### config.mk
export PLATFORM = sky130hd
export DESIGN_NAME = remappable_pin_select_regs
export DESIGN_NICKNAME = d
export VERILOG_FILES = /design/src/rtl/pin_select_pkg.sv /design/src/rtl/remappable_pin_select_regs.sv
export VERILOG_INCLUDE_DIRS = /design/src /design/src/rtl
export SDC_FILE = /design/constraint.sdc
export NUM_CORES = 1
export LEC_CHECK = 0
export BUFFER_PORTS_ARGS = -buffer_cell sky130_fd_sc_hd__buf_2
export CORE_MARGIN = 8
export CORE_UTILIZATION = 57
export DETAILED_ROUTE_END_ITERATION = 6
export PLACE_DENSITY = 0.87
export SETUP_SLACK_MARGIN = 0.05
export SLEW_MARGIN = 25
export SYNTH_ARGS = -nofsm -noshare
export SYNTH_HDL_FRONTEND = slang
export SYNTH_SLANG_ARGS = --single-unit
export TNS_END_PERCENT = 1
### constraint.sdc
create_clock -name aclk -period 2.9 [get_ports aclk]
set_clock_uncertainty 0.15 [all_clocks]
set_input_delay 0.145 -clock aclk [delete_from_list [all_inputs] [get_ports aclk]]
set_output_delay 0.145 -clock aclk [all_outputs]
set_load 0.05 [all_outputs]
### src/rtl/pin_select_defines.svh
// Offsets, field positions, reset values and bus codes for the pin select registers.
// Assumes a 32-bit AXI4-Lite bus, one aligned word per register.
`ifndef PIN_SELECT_DEFINES_SVH
`define PIN_SELECT_DEFINES_SVH

`define SPI2_CD_SEL_OFFSET   32'h0000_0000
`define SPI2_SS_SEL_OFFSET   32'h0000_0004
`define UART4_SEL_OFFSET     32'h0000_0008
`define SPI3_CD_SEL_OFFSET   32'h0000_000C
`define SPI3_SS_SEL_OFFSET   32'h0000_0010
`define PINS_0_1_OFFSET      32'h0000_0014
`define PINS_2_3_OFFSET      32'h0000_0018
`define PINS_4_5_OFFSET      32'h0000_001C

`define LOW_FIELD_LSB        0
`define HIGH_FIELD_LSB       8
`define FIRST_OUTPUT_INDEX   3'h5
`define SPI2_SS_INDEX        3'h1
`define SPI3_SS_INDEX        3'h4
`define PINS_4_5_INDEX       3'h7

`define IN_SEL_RESET         6'h3F
`define OUT_FUNC_RESET       6'h00

`define RESP_OKAY            2'h0
`define RESP_SLVERR          2'h2

`endif

### src/rtl/pin_select_pkg.sv
// Types shared by the pin select register block.
// Assumes the constants of pin_select_defines.svh.
package pin_select_pkg;

  typedef logic [5:0] pin_sel_type;

  typedef struct packed {
    pin_sel_type high;
    pin_sel_type low;
  } sel_pair_type;

  typedef struct packed {
    logic       valid;
    logic [2:0] index;
  } reg_hit_type;

  typedef enum logic [1:0] {
    CH_IDLE = 2'h0,
    CH_TAKE = 2'h1,
    CH_RESP = 2'h2
  } chan_state_type;

endpackage : pin_select_pkg

### src/rtl/remappable_pin_select_regs.sv
// Remappable pin select registers with AXI4-Lite access and the routing muxes.
// Assumes pins arrive asynchronously and output functions come from aclk logic.
`include "pin_select_defines.svh"

module remappable_pin_select_regs #(
  parameter bit small_package = 1'b0
) (
  input  wire logic        aclk,
  input  wire logic        aresetn,
  input  wire logic [31:0] awaddr,
  input  wire logic [2:0]  awprot,
  input  wire logic        awvalid,
  output logic             awready,
  input  wire logic [31:0] wdata,
  input  wire logic [3:0]  wstrb,
  input  wire logic        wvalid,
  output logic             wready,
  output logic [1:0]       bresp,
  output logic             bvalid,
  input  wire logic        bready,
  input  wire logic [31:0] araddr,
  input  wire logic [2:0]  arprot,
  input  wire logic        arvalid,
  output logic             arready,
  output logic [31:0]      rdata,
  output logic [1:0]       rresp,
  output logic             rvalid,
  input  wire logic        rready,
  input  wire logic [63:0] remappable_pin_in,
  input  wire logic [63:0] periph_func_out,
  output logic             port2_clock_input,
  output logic             port2_data_input,
  output logic             port2_slave_select_input,
  output logic             uart4_cts_input,
  output logic             uart4_rx_input,
  output logic             port3_clock_input,
  output logic             port3_data_input,
  output logic             port3_slave_select_input,
  output logic [5:0]       remappable_io_pin_out
);

  function automatic pin_select_pkg::reg_hit_type decode(input logic [31:0] addr);
    pin_select_pkg::reg_hit_type hit;
    hit.valid = 1'b1;
    hit.index = 3'h0;
    unique case (addr)
      `SPI2_CD_SEL_OFFSET: hit.index = 3'h0;
      `SPI2_SS_SEL_OFFSET: hit.index = 3'h1;
      `UART4_SEL_OFFSET:   hit.index = 3'h2;
      `SPI3_CD_SEL_OFFSET: hit.index = 3'h3;
      `SPI3_SS_SEL_OFFSET: hit.index = 3'h4;
      `PINS_0_1_OFFSET:    hit.index = 3'h5;
      `PINS_2_3_OFFSET:    hit.index = 3'h6;
      `PINS_4_5_OFFSET:    hit.index = 3'h7;
      default:             hit.valid = 1'b0;
    endcase
    return hit;
  endfunction : decode

  // Slave-select registers hold one field; pin five is absent on the small package
  function automatic logic has_high(input logic [2:0] idx);
    return !(idx == `SPI2_SS_INDEX || idx == `SPI3_SS_INDEX ||
             (small_package && idx == `PINS_4_5_INDEX));
  endfunction : has_high

  function automatic pin_select_pkg::sel_pair_type reset_pair(input logic [2:0] idx);
    pin_select_pkg::pin_sel_type v;
    v = (idx < `FIRST_OUTPUT_INDEX) ? `IN_SEL_RESET : `OUT_FUNC_RESET;
    return '{high: has_high(idx) ? v : `OUT_FUNC_RESET, low: v};
  endfunction : reset_pair

  // Pin synchroniser; only the second stage feeds the muxes
  logic [63:0] pin_meta_q;
  logic [63:0] pin_sync_q;

  always_ff @(posedge aclk) begin
    if (!aresetn) begin
      pin_meta_q <= 64'h0;
      pin_sync_q <= 64'h0;
    end else begin
      pin_meta_q <= remappable_pin_in;
      pin_sync_q <= pin_meta_q;
    end
  end

  // Register file and bus channels
  pin_select_pkg::sel_pair_type   regs_q [8];
  pin_select_pkg::sel_pair_type   regs_d [8];
  pin_select_pkg::chan_state_type wr_state_q, wr_state_d;
  pin_select_pkg::chan_state_type rd_state_q, rd_state_d;
  pin_select_pkg::reg_hit_type    wr_hit;
  pin_select_pkg::reg_hit_type    rd_hit;
  logic        awready_q, awready_d;
  logic        wready_q,  wready_d;
  logic        bvalid_q,  bvalid_d;
  logic [1:0]  bresp_q,   bresp_d;
  logic        arready_q, arready_d;
  logic        rvalid_q,  rvalid_d;
  logic [1:0]  rresp_q,   rresp_d;
  logic [31:0] rdata_q,   rdata_d;

  always_comb begin
    wr_hit     = decode(awaddr);
    rd_hit     = decode(araddr);
    regs_d     = regs_q;
    wr_state_d = wr_state_q;
    awready_d  = 1'b0;
    wready_d   = 1'b0;
    bvalid_d   = bvalid_q;
    bresp_d    = bresp_q;
    // Waiting for both channels keeps address and data paired without holding buffers
    unique case (wr_state_q)
      pin_select_pkg::CH_IDLE: begin
        if (awvalid && wvalid) begin
          awready_d  = 1'b1;
          wready_d   = 1'b1;
          wr_state_d = pin_select_pkg::CH_TAKE;
        end
      end
      pin_select_pkg::CH_TAKE: begin
        if (wr_hit.valid) begin
          if (wstrb[0]) begin
            regs_d[wr_hit.index].low = wdata[`LOW_FIELD_LSB +: 6];
          end
          if (wstrb[1] && has_high(wr_hit.index)) begin
            regs_d[wr_hit.index].high = wdata[`HIGH_FIELD_LSB +: 6];
          end
        end
        bresp_d    = wr_hit.valid ? `RESP_OKAY : `RESP_SLVERR;
        bvalid_d   = 1'b1;
        wr_state_d = pin_select_pkg::CH_RESP;
      end
      pin_select_pkg::CH_RESP: begin
        if (bready) begin
          bvalid_d   = 1'b0;
          wr_state_d = pin_select_pkg::CH_IDLE;
        end
      end
      default: wr_state_d = pin_select_pkg::CH_IDLE;
    endcase
  end

  always_comb begin
    rd_state_d = rd_state_q;
    arready_d  = 1'b0;
    rvalid_d   = rvalid_q;
    rresp_d    = rresp_q;
    rdata_d    = rdata_q;
    unique case (rd_state_q)
      pin_select_pkg::CH_IDLE: begin
        if (arvalid) begin
          arready_d  = 1'b1;
          rd_state_d = pin_select_pkg::CH_TAKE;
        end
      end
      pin_select_pkg::CH_TAKE: begin
        rdata_d = 32'h0;
        if (rd_hit.valid) begin
          rdata_d[`LOW_FIELD_LSB +: 6]  = regs_q[rd_hit.index].low;
          rdata_d[`HIGH_FIELD_LSB +: 6] = regs_q[rd_hit.index].high;
        end
        rresp_d    = rd_hit.valid ? `RESP_OKAY : `RESP_SLVERR;
        rvalid_d   = 1'b1;
        rd_state_d = pin_select_pkg::CH_RESP;
      end
      pin_select_pkg::CH_RESP: begin
        if (rready) begin
          rvalid_d   = 1'b0;
          rd_state_d = pin_select_pkg::CH_IDLE;
        end
      end
      default: rd_state_d = pin_select_pkg::CH_IDLE;
    endcase
  end

  always_ff @(posedge aclk) begin
    if (!aresetn) begin
      for (int i = 0; i < 8; i++) begin
        regs_q[i] <= reset_pair(3'(i));
      end
      wr_state_q <= pin_select_pkg::CH_IDLE;
      rd_state_q <= pin_select_pkg::CH_IDLE;
      awready_q  <= 1'b0;
      wready_q   <= 1'b0;
      bvalid_q   <= 1'b0;
      bresp_q    <= `RESP_OKAY;
      arready_q  <= 1'b0;
      rvalid_q   <= 1'b0;
      rresp_q    <= `RESP_OKAY;
      rdata_q    <= 32'h0;
    end else begin
      regs_q     <= regs_d;
      wr_state_q <= wr_state_d;
      rd_state_q <= rd_state_d;
      awready_q  <= awready_d;
      wready_q   <= wready_d;
      bvalid_q   <= bvalid_d;
      bresp_q    <= bresp_d;
      arready_q  <= arready_d;
      rvalid_q   <= rvalid_d;
      rresp_q    <= rresp_d;
      rdata_q    <= rdata_d;
    end
  end

  // Routing muxes; registering them means a new selection switches cleanly
  // one edge after the register update, never through a partial code
  logic [7:0] periph_in_q, periph_in_d;
  logic [5:0] pin_out_q,   pin_out_d;

  always_comb begin
    periph_in_d[0] = pin_sync_q[regs_q[0].high];
    periph_in_d[1] = pin_sync_q[regs_q[0].low];
    periph_in_d[2] = pin_sync_q[regs_q[1].low];
    periph_in_d[3] = pin_sync_q[regs_q[2].high];
    periph_in_d[4] = pin_sync_q[regs_q[2].low];
    periph_in_d[5] = pin_sync_q[regs_q[3].high];
    periph_in_d[6] = pin_sync_q[regs_q[3].low];
    periph_in_d[7] = pin_sync_q[regs_q[4].low];
    for (int p = 0; p < 3; p++) begin
      pin_out_d[2 * p]     = periph_func_out[regs_q[5 + p].low];
      pin_out_d[2 * p + 1] = periph_func_out[regs_q[5 + p].high];
    end
  end

  always_ff @(posedge aclk) begin
    if (!aresetn) begin
      periph_in_q <= 8'h00;
      pin_out_q   <= 6'h00;
    end else begin
      periph_in_q <= periph_in_d;
      pin_out_q   <= pin_out_d;
    end
  end

  assign awready                  = awready_q;
  assign wready                   = wready_q;
  assign bvalid                   = bvalid_q;
  assign bresp                    = bresp_q;
  assign arready                  = arready_q;
  assign rvalid                   = rvalid_q;
  assign rresp                    = rresp_q;
  assign rdata                    = rdata_q;
  assign port2_clock_input        = periph_in_q[0];
  assign port2_data_input         = periph_in_q[1];
  assign port2_slave_select_input = periph_in_q[2];
  assign uart4_cts_input          = periph_in_q[3];
  assign uart4_rx_input           = periph_in_q[4];
  assign port3_clock_input        = periph_in_q[5];
  assign port3_data_input         = periph_in_q[6];
  assign port3_slave_select_input = periph_in_q[7];
  assign remappable_io_pin_out    = pin_out_q;

endmodule : remappable_pin_select_regs

==> results.md <==
* Status: finished, final reports clean
* Num CTS Buffers at 28
* CTS tree: built
* Register bit total from synthesis at 260
* Layout Cells excl Fill at 2029
* Fin area at 20100 um^2
* I/O Buffers at 245
* Final Wtd Congestion at 1.01
* Crit path time final at 2570 ps
* Final Hold Viols at 0
* Cell taking the most area after synthesis: mux4_2
* Fillers at 1961
* Vias in the first global route at 14.2k
* Core area at 28700 um^2
* DRT Pass-1 Iters at 6
* Least-Margin Pin Slew at 908 ps
* Num Clock Sinks at 260
* Max H-tree Level at 1
* Layout area overhead at 21.2%
* Ports at 296
* Max incr delay on CP at 690 ps
* Seq/Total Area, Yosys at 31.4%
* Reg area at 5200 um^2
* Hpwl dp at 37.6 mm
* Pwr Total at 8.57 mW
* Vias post-DR at 13.7k
* Mean Syn Cell Area at 12.6 um^2
* Drt drc at 0
* Final nets at 1865
* Clk buf depth at 3
* Slew HR at 39.4%
* Largest net degree at the start of global routing at 106
* Type of destination of the critical path: flop
* RSZ-0062 raised after global routing: false
* Yosys cell types at 43
* Dpl cells at 1896
* EDFF count, synth at 0
* Skew-Pair Late Insertion Delay at 560 ps
* Initial antenna violation count at 1
* Fin Setup TNS at 0 ps
* Total GRT Usage at 30.1%
* Period utilization at 88.8%
* Pwr per Cell Area at 426 nW/um^2
* Required time worst endpoint at 3180 ps
* HP Class: primary input to flop
* Std-Cell Rows at 62
* Max-cap violations at 0
* Routed wire per std cell at 26.7 um
* GRT overflow at 0
* Max Clk Rate at 0.388 GHz
* Root buf cell: clkbuf_16
* Synth Instances at 1314
* Crit Path Max Fanout at 7
* Final setup vio count at 0
* Number of diodes at 0
* Primary FF master, synth: dfxtp_1
* Drt total wl at 54.2 mm
* Critical-path cell list: buf_4, mux4_2, mux2_2, o311ai_0, o21ai_0
* Initial DRC count at 1849
* DRT antenna net count at 0
* Most common cell in the netlist: mux4_2
* Avg Vias per Cell at 6.78
* Slowest cell on the critical path: dfxtp_1
* Post-DP Area at 18300 um^2
* Async SR Flop Fraction at 0%
* Area of the die at 34800 um^2
* Critical path type: flop to flop
* Slew Viols, Final at 0
* Worst setup SP type: flop
* Footprint of the multi-input gates at 10700 um^2
* Reg clk slew, reported paths at 70 ps
* Die W at 187 um
* Initial core utilization at 57.8%
* Dominant cells by area after synthesis: mux4_2 (36%), dfxtp_1 (31%), mux2i_1 (8.0%), and2_1 (5.3%), nor2b_1 (1.8%)
* LEAKAGE at 7.85 nW
* Synth Cell Area at 16600 um^2
* Ys Warns at 0
* Peak VDD IR at 0.000436 V
* First-pass GRT wire length at 83.4 mm
* Die Y-Extent at 187 um
* Post-synth top area share at 36.1%
* Share of cells above drive strength 1 at 41.0%
* Worst Path Arrival at 2850 ps
* Synth top cells by count: mux4_2 (266), dfxtp_1 (260), and2_1 (140)
kinds of logic after synthesis:
group / after synthesis / synth area share, %
and+or+nand+nor: 373 / 14.5
other: 1 / 0.0226
buffers and inverters: 165 / 4.73
DFF: 260 / 31.4
muxes: 410 / 44.9
AOI/OAI and AO/OA: 105 / 4.49
layout make-up:
class | count | area share (%)
sequential | 260 | 25.9
inverter | 16 | 0.299
timing repair buffer | 408 | 13.3
clock buffer | 40 | 4.11
tap | 384 | 2.39
clock inverter | 11 | 0.840
multi-input combinational | 910 | 53.2
report_power, final:
group / switching, mW / internal [mW] / leakage, nW
Combinational: 0.474 / 0.518 / 5.23
Sequential: 0.108 / 3.67 / 2.13
Clock: 1.47 / 2.34 / 0.488
metrics by stage:
step	hold slack [ps]	utilization [%]	worst slack, ps
after detailed placement	203	63.7	361
after CTS	52.5	70.0	359
final	70.4	70.0	326
after floorplan	122	-	497
after global routing	82.4	70.0	156
after global placement	201	63.7	391
what timing repair did:
| action | in CTS | in global routing |
|---|---|---|
| endpoints found under the hold margin | 164 | 0 |
| setup endpoints to repair | 0 | 0 |
| gates resized for setup | 0 | 0 |
| buffers inserted | 0 | 0 |
| hold buffers | 82 | 0 |
sequential cells by signal (all words and copies together), names as in the netlist:
| signal | count |
|---|---|
| pin_sync_q | 64 |
| remappable_io_pin_out | 6 |
| regs_q | 96 |
| bresp | 1 |
| pin_meta_q | 64 |
| wr_state_q | 2 |
| periph_in_q | 8 |
| rdata | 12 |
| rresp | 1 |
| rd_state_q | 2 |
| arready | 1 |
| wready | 1 |
| rvalid | 1 |
| bvalid | 1 |
layer usage:
layer,track usage [%],routed length [um]
met1,36.4,18500
met3,8.82,7160
met5,0,12
met4,12.8,2640
met2,49.8,25900
layout by cell type, fill, tap and decap left out, types with 14 or more instances in the layout:
cell / netlist / layout
mux4_2: 266 / 266
dfxtp_1: 260 / 260
buf_2: 37 / 244
and2_1: 140 / 140
mux2i_1: 133 / 133
dlygate4sd3_1: 0 / 82
buf_4: 23 / 80
nand2_1: 72 / 72
nor2b_1: 49 / 49
clkbuf_16: 0 / 29
nor2_1: 27 / 27
conb_1: 1 / 22
o21ai_0: 20 / 20
inv_1: 16 / 16
o211ai_1: 15 / 15
nor4_4: 14 / 14
a21oi_1: 14 / 14
critical path, delay by kind of cell (launching register included):
family	cells	cell delay [ps]
AO/OA/AOI/OAI	2	530
buffers and inverters	1	260
flip-flops	1	690
multiplexers	2	820
final timing paths:
kind                                      from              to  slack, ps  cells past startpoint
worst max-delay path                regs_q[91]  periph_in_q[0]        330                      5
worst min-delay path                 araddr[3]        rdata[8]         70                      4
worst max register to register      regs_q[91]  periph_in_q[0]        330                      5
worst min register to register  pin_meta_q[27]  pin_sync_q[27]        270                      1
(Power assumes the default switching activity.)
